<file path="src/pkg/dsm_pkg.sv">
// Summary of operation
// - Fast pulse default 250 us, drive aligns.
// - Missing fast pulse raises F414, emergency stop.
// - Fast period only 62.5/125/250 us, else F409.
// - Fast pulse output disabled raises F410.
// - Fast pulse width off standard raises F411.
// - Slow period multiple, equals cycle times, else F412.
// - Slow pulse output disabled raises F413.
// - Missing slow pulse raises F414, emergency stop.
// - Slow pulse width off standard raises F411.
// - Every synchronization fault triggers emergency stop ramp.
// - Telegram end stores data if addressed, CRC-clean.
// - Stored telegram marks output buffer written.
// - Slow pulse copies data only when written.
// - Two skipped copies in a row raise F415.
// - Master ends telegram just before slow pulse.
// - Master delivers output data on time only while slow pulses are enabled and the slow period exceeds LEAD_CYC.
// - Master configures pulse settings at every startup.
// - Fault stays until removed and reset acknowledged.
package dsm_pkg;
  // ==========================================================================
  // Timing
  localparam int CLK_NS         = 20;
  localparam int FAST_62_NS     = 62500;
  localparam int FAST_125_NS    = 125000;
  localparam int FAST_250_NS    = 250000;
  localparam int FAST_62_CYC    = FAST_62_NS / CLK_NS;
  localparam int FAST_125_CYC   = FAST_125_NS / CLK_NS;
  localparam int FAST_250_CYC   = FAST_250_NS / CLK_NS;
  localparam int PULSE_W_NS     = 1000;
  localparam int PULSE_W_CYC    = (PULSE_W_NS + CLK_NS - 1) / CLK_NS;
  localparam int MISS_MARGIN_CYC = 8;
  localparam int TEL_LEAD_NS    = 2000;
  localparam int TEL_LEAD_CYC   = TEL_LEAD_NS / CLK_NS;
  // ==========================================================================
  // Widths and fault codes
  localparam int FAST_W = 16;
  localparam int SLOW_W = 24;
  localparam int DATA_W = 32;
  localparam logic [15:0] CODE_NONE = 16'h0000;
  localparam logic [15:0] CODE_CYCLE_CFG = 16'hF409;
  localparam logic [15:0] CODE_FAST_OFF  = 16'hF410;
  localparam logic [15:0] CODE_WIDTH     = 16'hF411;
  localparam logic [15:0] CODE_MISMATCH  = 16'hF412;
  localparam logic [15:0] CODE_SLOW_OFF  = 16'hF413;
  localparam logic [15:0] CODE_MISSING   = 16'hF414;
  localparam logic [15:0] CODE_DATA_SYNC = 16'hF415;
endpackage : dsm_pkg
</file>
<file path="src/pkg/dsm_link_if.sv">
interface dsm_link_if;
  logic                      fast_en;
  logic                      slow_en;
  logic [dsm_pkg::FAST_W-1:0] fast_period;
  logic [dsm_pkg::SLOW_W-1:0] slow_period;
  logic [15:0]               pulse_width;
  logic                      telegram_end;
  logic                      telegram_for_me;
  logic                      telegram_crc_err;
  logic [dsm_pkg::DATA_W-1:0] telegram_data;
  logic                      slow_pulse;

  modport dev (
    input  fast_en, slow_en, fast_period, slow_period, pulse_width,
    input  telegram_end, telegram_for_me, telegram_crc_err, telegram_data,
    output slow_pulse
  );
  modport mst (
    output fast_en, slow_en, fast_period, slow_period, pulse_width,
    output telegram_end, telegram_for_me, telegram_crc_err, telegram_data,
    input  slow_pulse
  );
endinterface : dsm_link_if

</file>
<file path="src/hw/dsm_device.sv">
module dsm_device #(
  parameter int P_FAST_62_CYC  = dsm_pkg::FAST_62_CYC,
  parameter int P_FAST_125_CYC = dsm_pkg::FAST_125_CYC,
  parameter int P_FAST_250_CYC = dsm_pkg::FAST_250_CYC
) (
  input  wire logic                       SYS_CLK,
  input  wire logic                       RST,
  dsm_link_if.dev                         LINK,
  input  wire logic [dsm_pkg::SLOW_W-1:0] CTRL_CYCLE,
  input  wire logic [dsm_pkg::SLOW_W-1:0] COMM_CYCLE,
  input  wire logic                       FAULT_RESET,
  output logic                            FAST_PULSE,
  output logic                            SLOW_PULSE,
  output logic [dsm_pkg::DATA_W-1:0]      PD_DATA,
  output logic                            PD_VALID,
  output logic [15:0]                     FAULT_CODE,
  output logic                            ESTOP
);
  // ==========================================================================
  // Parameter check
  if (P_FAST_62_CYC < 2 || P_FAST_125_CYC < 2 || P_FAST_250_CYC < 2 ||
      P_FAST_250_CYC + dsm_pkg::MISS_MARGIN_CYC >= 2**dsm_pkg::FAST_W) begin : g_chk
    $error("dsm_device: fast period counts out of range");
  end

  // ==========================================================================
  // State
  typedef struct packed {
    logic [dsm_pkg::FAST_W-1:0] fcnt;
    logic [dsm_pkg::SLOW_W-1:0] scnt;
    logic                       fpulse;
    logic                       spulse;
    logic                       fprev;
    logic                       sprev;
    logic [15:0]                fwid;
    logic [15:0]                swid;
    logic [dsm_pkg::FAST_W-1:0] fgap;
    logic [dsm_pkg::SLOW_W-1:0] sgap;
    logic [dsm_pkg::DATA_W-1:0] buf_data;
    logic                       written;
    logic                       skipped;
    logic [dsm_pkg::DATA_W-1:0] pd_data;
    logic                       pd_valid;
    logic                       ev_missing;
    logic                       ev_width;
    logic                       ev_skip;
    logic                       ev_align;
    logic [15:0]                code;
    logic                       estop;
  } dsm_dev_state_t;

  dsm_dev_state_t s_r;
  dsm_dev_state_t s_nxt;

  function automatic logic [15:0] dsm_encode(input logic cyc_bad, input logic fast_off,
                                             input logic slow_off, input logic mism,
                                             input logic miss, input logic wid,
                                             input logic skip);
    if (cyc_bad)       return dsm_pkg::CODE_CYCLE_CFG;
    else if (fast_off) return dsm_pkg::CODE_FAST_OFF;
    else if (slow_off) return dsm_pkg::CODE_SLOW_OFF;
    else if (mism)     return dsm_pkg::CODE_MISMATCH;
    else if (miss)     return dsm_pkg::CODE_MISSING;
    else if (wid)      return dsm_pkg::CODE_WIDTH;
    else if (skip)     return dsm_pkg::CODE_DATA_SYNC;
    else               return dsm_pkg::CODE_NONE;
  endfunction

  logic                       fast_ok;
  logic                       fast_rise;
  logic                       slow_rise;
  logic                       mismatch;
  logic                       clr;
  logic [dsm_pkg::FAST_W-1:0] fast_limit;
  logic [dsm_pkg::SLOW_W-1:0] slow_limit;

  always_comb begin
    s_nxt = s_r;
    fast_ok = LINK.fast_period == P_FAST_62_CYC[dsm_pkg::FAST_W-1:0] ||
              LINK.fast_period == P_FAST_125_CYC[dsm_pkg::FAST_W-1:0] ||
              LINK.fast_period == P_FAST_250_CYC[dsm_pkg::FAST_W-1:0];
    // ========================================================================
    // Pulse generation
    // fast and slow pulse generators
    if (!LINK.fast_en || LINK.fast_period == '0) begin
      s_nxt.fcnt = '0;
    end else if (s_r.fcnt >= LINK.fast_period - 1'b1) begin
      s_nxt.fcnt = '0;
    end else begin
      s_nxt.fcnt = s_r.fcnt + 1'b1;
    end
    if (!LINK.slow_en || LINK.slow_period == '0) begin
      s_nxt.scnt = '0;
    end else if (s_r.scnt >= LINK.slow_period - 1'b1) begin
      s_nxt.scnt = '0;
    end else begin
      s_nxt.scnt = s_r.scnt + 1'b1;
    end
    s_nxt.fpulse = LINK.fast_en && s_nxt.fcnt < LINK.pulse_width;
    s_nxt.spulse = LINK.slow_en && {8'h00, s_nxt.scnt[15:0]} < {8'h00, LINK.pulse_width}
                   && s_nxt.scnt[23:16] == 8'h00;
    // ========================================================================
    // Edge monitor
    s_nxt.fprev = s_r.fpulse;
    s_nxt.sprev = s_r.spulse;
    fast_rise = s_r.fpulse && !s_r.fprev;
    slow_rise = s_r.spulse && !s_r.sprev;
    s_nxt.pd_valid = 1'b0;
    s_nxt.ev_missing = 1'b0;
    s_nxt.ev_width = 1'b0;
    s_nxt.ev_skip = 1'b0;
    s_nxt.ev_align = 1'b0;
    if (s_r.fpulse) begin
      s_nxt.fwid = fast_rise ? 16'h0001 : s_r.fwid + 16'h0001;
    end else if (s_r.fprev && s_r.fwid != 16'(dsm_pkg::PULSE_W_CYC)) begin
      s_nxt.ev_width = 1'b1;
    end
    if (s_r.spulse) begin
      s_nxt.swid = slow_rise ? 16'h0001 : s_r.swid + 16'h0001;
    end else if (s_r.sprev && s_r.swid != 16'(dsm_pkg::PULSE_W_CYC)) begin
      s_nxt.ev_width = 1'b1;
    end
    // missing limit is period plus margin
    fast_limit = LINK.fast_period + dsm_pkg::FAST_W'(dsm_pkg::MISS_MARGIN_CYC);
    slow_limit = LINK.slow_period + dsm_pkg::SLOW_W'(dsm_pkg::MISS_MARGIN_CYC);
    if (!LINK.fast_en || !fast_ok || fast_rise) begin
      s_nxt.fgap = '0;
    end else if (s_r.fgap >= fast_limit) begin
      s_nxt.fgap = '0;
      s_nxt.ev_missing = 1'b1;
    end else begin
      s_nxt.fgap = s_r.fgap + 1'b1;
    end
    if (!LINK.slow_en || LINK.slow_period == '0 || slow_rise) begin
      s_nxt.sgap = '0;
    end else if (s_r.sgap >= slow_limit) begin
      s_nxt.sgap = '0;
      s_nxt.ev_missing = 1'b1;
    end else begin
      s_nxt.sgap = s_r.sgap + 1'b1;
    end
    // slow edge must coincide with a fast edge
    if (slow_rise && !fast_rise) begin
      s_nxt.ev_align = 1'b1;
    end
    // ========================================================================
    // Process data path
    // copy only from a written buffer
    if (slow_rise) begin
      if (s_r.written) begin
        s_nxt.pd_data = s_r.buf_data;
        s_nxt.pd_valid = 1'b1;
        s_nxt.written = 1'b0;
        s_nxt.skipped = 1'b0;
      end else begin
        s_nxt.ev_skip = s_r.skipped;
        s_nxt.skipped = 1'b1;
      end
    end
    if (LINK.telegram_end && LINK.telegram_for_me && !LINK.telegram_crc_err) begin
      s_nxt.buf_data = LINK.telegram_data;
      s_nxt.written = 1'b1;
    end
    // ========================================================================
    // Fault latch
    // slow period against cycle times
    mismatch = LINK.slow_period != CTRL_CYCLE || LINK.slow_period != COMM_CYCLE;
    clr = FAULT_RESET;
    if (s_r.code != dsm_pkg::CODE_NONE && !clr) begin
      s_nxt.code = s_r.code;
    end else begin
      s_nxt.code = dsm_encode(LINK.fast_en && !fast_ok, !LINK.fast_en, !LINK.slow_en,
                              mismatch || s_nxt.ev_align, s_nxt.ev_missing,
                              s_nxt.ev_width, s_nxt.ev_skip);
    end
    s_nxt.estop = s_nxt.code != dsm_pkg::CODE_NONE;
  end

  always_ff @(posedge SYS_CLK or posedge RST) begin
    if (RST) begin
      s_r <= '0;
    end else begin
      s_r <= s_nxt;
    end
  end

  // ==========================================================================
  // Outputs
  assign LINK.slow_pulse = s_r.spulse;
  assign FAST_PULSE = s_r.fpulse;
  assign SLOW_PULSE = s_r.spulse;
  assign PD_DATA    = s_r.pd_data;
  assign PD_VALID   = s_r.pd_valid;
  assign FAULT_CODE = s_r.code;
  assign ESTOP      = s_r.estop;
endmodule // dsm_device

</file>
<file path="src/flat_wrapper.sv">
// flat-port wrapper written by rule: the top's interface ports become plain ports
module dsm_device_flat 
#(
  parameter int P_FAST_62_CYC  = dsm_pkg::FAST_62_CYC,
  parameter int P_FAST_125_CYC = dsm_pkg::FAST_125_CYC,
  parameter int P_FAST_250_CYC = dsm_pkg::FAST_250_CYC
)
  (SYS_CLK, RST, CTRL_CYCLE, COMM_CYCLE, FAULT_RESET, FAST_PULSE, SLOW_PULSE, PD_DATA, PD_VALID, FAULT_CODE, ESTOP, LINK_fast_en, LINK_slow_en, LINK_fast_period, LINK_slow_period, LINK_pulse_width, LINK_telegram_end, LINK_telegram_for_me, LINK_telegram_crc_err, LINK_telegram_data, LINK_slow_pulse);
  dsm_link_if LINK_i ();
  input  wire logic SYS_CLK;
  input  wire logic RST;
  input  wire logic [dsm_pkg::SLOW_W-1:0] CTRL_CYCLE;
  input  wire logic [dsm_pkg::SLOW_W-1:0] COMM_CYCLE;
  input  wire logic FAULT_RESET;
  output logic FAST_PULSE;
  output logic SLOW_PULSE;
  output logic [dsm_pkg::DATA_W-1:0] PD_DATA;
  output logic PD_VALID;
  output logic [15:0] FAULT_CODE;
  output logic ESTOP;
  input wire logic [$bits(LINK_i.fast_en)-1:0] LINK_fast_en;
  input wire logic [$bits(LINK_i.slow_en)-1:0] LINK_slow_en;
  input wire logic [$bits(LINK_i.fast_period)-1:0] LINK_fast_period;
  input wire logic [$bits(LINK_i.slow_period)-1:0] LINK_slow_period;
  input wire logic [$bits(LINK_i.pulse_width)-1:0] LINK_pulse_width;
  input wire logic [$bits(LINK_i.telegram_end)-1:0] LINK_telegram_end;
  input wire logic [$bits(LINK_i.telegram_for_me)-1:0] LINK_telegram_for_me;
  input wire logic [$bits(LINK_i.telegram_crc_err)-1:0] LINK_telegram_crc_err;
  input wire logic [$bits(LINK_i.telegram_data)-1:0] LINK_telegram_data;
  output wire logic [$bits(LINK_i.slow_pulse)-1:0] LINK_slow_pulse;
  assign LINK_i.fast_en = LINK_fast_en;
  assign LINK_i.slow_en = LINK_slow_en;
  assign LINK_i.fast_period = LINK_fast_period;
  assign LINK_i.slow_period = LINK_slow_period;
  assign LINK_i.pulse_width = LINK_pulse_width;
  assign LINK_i.telegram_end = LINK_telegram_end;
  assign LINK_i.telegram_for_me = LINK_telegram_for_me;
  assign LINK_i.telegram_crc_err = LINK_telegram_crc_err;
  assign LINK_i.telegram_data = LINK_telegram_data;
  assign LINK_slow_pulse = LINK_i.slow_pulse;
  dsm_device #(.P_FAST_62_CYC(P_FAST_62_CYC), .P_FAST_125_CYC(P_FAST_125_CYC), .P_FAST_250_CYC(P_FAST_250_CYC)) u_core (.SYS_CLK(SYS_CLK), .RST(RST), .LINK(LINK_i), .CTRL_CYCLE(CTRL_CYCLE), .COMM_CYCLE(COMM_CYCLE), .FAULT_RESET(FAULT_RESET), .FAST_PULSE(FAST_PULSE), .SLOW_PULSE(SLOW_PULSE), .PD_DATA(PD_DATA), .PD_VALID(PD_VALID), .FAULT_CODE(FAULT_CODE), .ESTOP(ESTOP));
endmodule
</file>
<file path="config.mk">
export PLATFORM = sky130hd
export DESIGN_NAME = dsm_device_flat
export DESIGN_NICKNAME = d
export VERILOG_FILES = /design/src/pkg/dsm_pkg.sv /design/src/pkg/dsm_link_if.sv /design/src/hw/dsm_device.sv /design/src/flat_wrapper.sv
export SDC_FILE = /design/constraint.sdc
export NUM_CORES = 1
export LEC_CHECK = 0
export ABC_CLOCK_PERIOD_IN_PS = 7000
export BUFFER_PORTS_ARGS = -buffer_cell sky130_fd_sc_hd__buf_4
export CAP_MARGIN = 10
export CORE_ASPECT_RATIO = 0.8
export CORE_MARGIN = 4
export CORE_UTILIZATION = 53
export CTS_CLUSTER_DIAMETER = 80
export DETAILED_ROUTE_END_ITERATION = 6
export PLACE_DENSITY = 0.78
export SETUP_SLACK_MARGIN = 0.5
export SYNTH_ARGS = -nofsm -noshare
export SYNTH_HDL_FRONTEND = slang
export SYNTH_SLANG_ARGS = --single-unit
</file>
<file path="constraint.sdc">
create_clock -name SYS_CLK -period 7 [get_ports SYS_CLK]
set_input_delay 1.4 -clock SYS_CLK [delete_from_list [all_inputs] [get_ports SYS_CLK]]
set_output_delay 1.4 -clock SYS_CLK [all_outputs]
set_load 0.01 [all_outputs]
</file>
==> results.yml <==
floorplan:
  die_y_um: 150
  die_x_um: 186
  pin_count: 197
  die_area_sq_um: 27900
  row_count: 51
  start_util_pct: 54.5
  core_sq_um: 24600
global_routing:
  grt_pass1_wl_mm: 52.9
  antenna_found_initial: 0
  grt-ovfl-total: 0
  grt_start_max_net_pins: 201
  grt_pass1_vias: 10400
  grt_usage_pct: 23.4
worst_setup_path:
  critPathCaptureType: "register"
  critical_path_buf_inv_count: 2
  cp.arrival_ns: 6.22
  crit_family: "compound AO/OA/AOI/OAI gates"
  rr_startpoint: "u_core.s_r[169]"
  cp-start-kind: "primary input"
  crit_required_ns: 7.34
  worstSetupPathType: "in -> reg"
  cpPeakStageDelay_ns: 0.46
  slowest_stage: "a2111oi_0"
  cp-startpoint: "LINK_slow_period[2]"
  path_max_fanout: 26
run:
  cap_violations: 0
yosys:
  syn_inst: 1427
  synth-seq-cells: 200
  syn_nets: 1700
  synth_ff_type: "dfrtp_1"
  seq_area_frac_synth_pct: 37.3
  synth_area_per_cell_sq_um: 9.40
  async_flop_share_pct: 100
  synth_edf_count: 0
  synthTopCellsByArea: "dfrtp_1, ha_1, xnor2_1"
  netlist.area_leader.share_pct: 37.3
  synth_most_common_cell: "dfrtp_1"
  synth.distinct_cells: 65
  yosysWarnings: 0
  syn_area_sq_um: 13400
  yosysTopAreaCell: "dfrtp_1"
  synthTopCellsByCount: "dfrtp_1, nor2_1, ha_1, xnor2_1, nand2_1"
sta:
  worst_pin_slew_ns: 1.06
  clock.fmax_ghz: 0.170
  period_minus_slack_ns: 5.87
  fin_crit_sh_pct: 83.9
  finClkSkew_ns: 0.0108
  hold_ws_ns: 0.493
  setup_violations: 0
  relSlewSlack_pct: 29.1
  final_hold_viol_count: 0
  tns_ns: 0
  rsz0062_at_grt: "false"
  maxSlewViolCount: 0
layout:
  layout-drive-gt1-share_pct: 19.9
  syn2layout_area_growth_pct: 14.7
  n_fill_cell: 2001
  nets: 1827
  multi_input_area_sq_um: 7600
  instances_no_fill: 1885
  num_antenna_cells: 0
  regArea_sq_um: 5000
  postLayoutCoreUtil_pct: 62.5
cts:
  cts_tree: "done"
  clockBufferDepth: 2
  cts_resized: 0
  cts-root-buf: "clkbuf_16"
  cts_setup_buffers: 0
  htree_levels: 4
  cts.sinks: 200
  holdBufCountCts: 0
  numCtsBuffers: 17
  clk_latency_ns: 0.44
  cts.clk_slew.worst_paths_ns: 0.08
routing:
  ant_nets: 0
  drt_drc_violations_left: 0
  dr.pass1.iters: 7
  drt-total-wl_mm: 32.3
  via_count: 10700
  drtIter0Drc: 848
  via_per_inst: 5.65
  avgRoutedWirePerCell_um: 17.1
power:
  p_per_area_nw_per_um2: 194
  max-vdd-ir-drop_mv: 0.184
  p_leak_nw: 7.16
placement:
  port_buffers: 196
  dp.cells: 1853
  place_congestion: 0.924
  post-dp-hpwl_mm: 24.5
min_path:
  hold_class: "reg -> reg"
  min_from: "u_core.s_r[61]"
outcome:
  status: "finished clean"
==> state kept, by name, indices dropped and copies added, names as in the netlist <==
register                cells
u_core.s_r                148
u_core.PD_DATA             32
u_core.FAULT_CODE          16
u_core.ESTOP                1
u_core.FAST_PULSE           1
u_core.LINK.slow_pulse      1
u_core.PD_VALID             1
==> layout by cell type (no fill, tap or decap), drive strengths merged, types with 15 or more instances in the layout <==
cell and n:
o21ai 42, mux2 66, xor2 77, nand4 34
inv 71, or3 19, dfrtp 200, nor3 44
a21o 15, a21oi 43, nor4 18, nor2b 15
ha 129, and3 39, buf 202, nor2 160
nand3 72, xnor2 99, clkbuf 19, nand2 89
==> metal layers <==
metal	vias up	track usage, %	wire (um)
li1	5185	-	-
met1	5112	34.3	15300
met2	324	35.8	14500
met3	37	4.83	2090
met4	0	5.35	417
met5	-	0	0
==> layout make-up <==
class | count | share of cell area [%]
multi-input cells | 1066 | 49.4
flip-flops and latches | 200 | 32.5
repair buffers | 202 | 9.93
clock buffers | 19 | 2.88
well taps | 318 | 2.58
inverters | 67 | 1.66
clock inverters | 13 | 1.04
==> metrics by stage <==
step	setup slack (ns)	total power, mW	instance area, sq um
after floorplan	1.09	1.82	13400
after global routing	0.643	3.14	15400
after CTS	1.18	3.02	15400
final	1.13	2.99	15400
after global placement	1.04	1.98	14800
after detailed placement	0.739	2.01	14800
==> cell families (layout without fill, tap and decap cells) <==
kind of cell / count (synthesis) / count (layout) / share of synthesized area, %
AOI/OAI and AO/OA: 155 / 155 / 7.45
xor gates and xnor gates: 176 / 176 / 11.5
adders and majority gates: 129 / 129 / 12.0
buffers and inverters: 161 / 301 / 6.08
DFF: 200 / 200 / 37.3
muxes: 67 / 67 / 5.61
and+or+nand+nor: 539 / 539 / 20.0
==> power by group <==
part / switching, mW / total, mW / internal (mW)
clock: 0.490 / 1.01 / 0.521
sequential: 0.0845 / 1.37 / 1.29
combinational: 0.283 / 0.607 / 0.324
total: 0.857 / 2.99 / 2.13
==> worst paths after layout <==
path / slack [ns] / endpoint / depth (start not counted)
min in group asynchronous: 1.27 / u_core.PD_DATA[4] / 3
max in group asynchronous: 4.94 / u_core.s_r[125] / 3
max: 1.13 / u_core.LINK.slow_pulse / 26
min: 0.49 / u_core.PD_DATA[5] / 1
max reg2reg: 2.90 / u_core.LINK.slow_pulse / 17
min reg2reg: 0.49 / u_core.PD_DATA[5] / 1
Note: power is estimated with default switching activity, not from simulation.
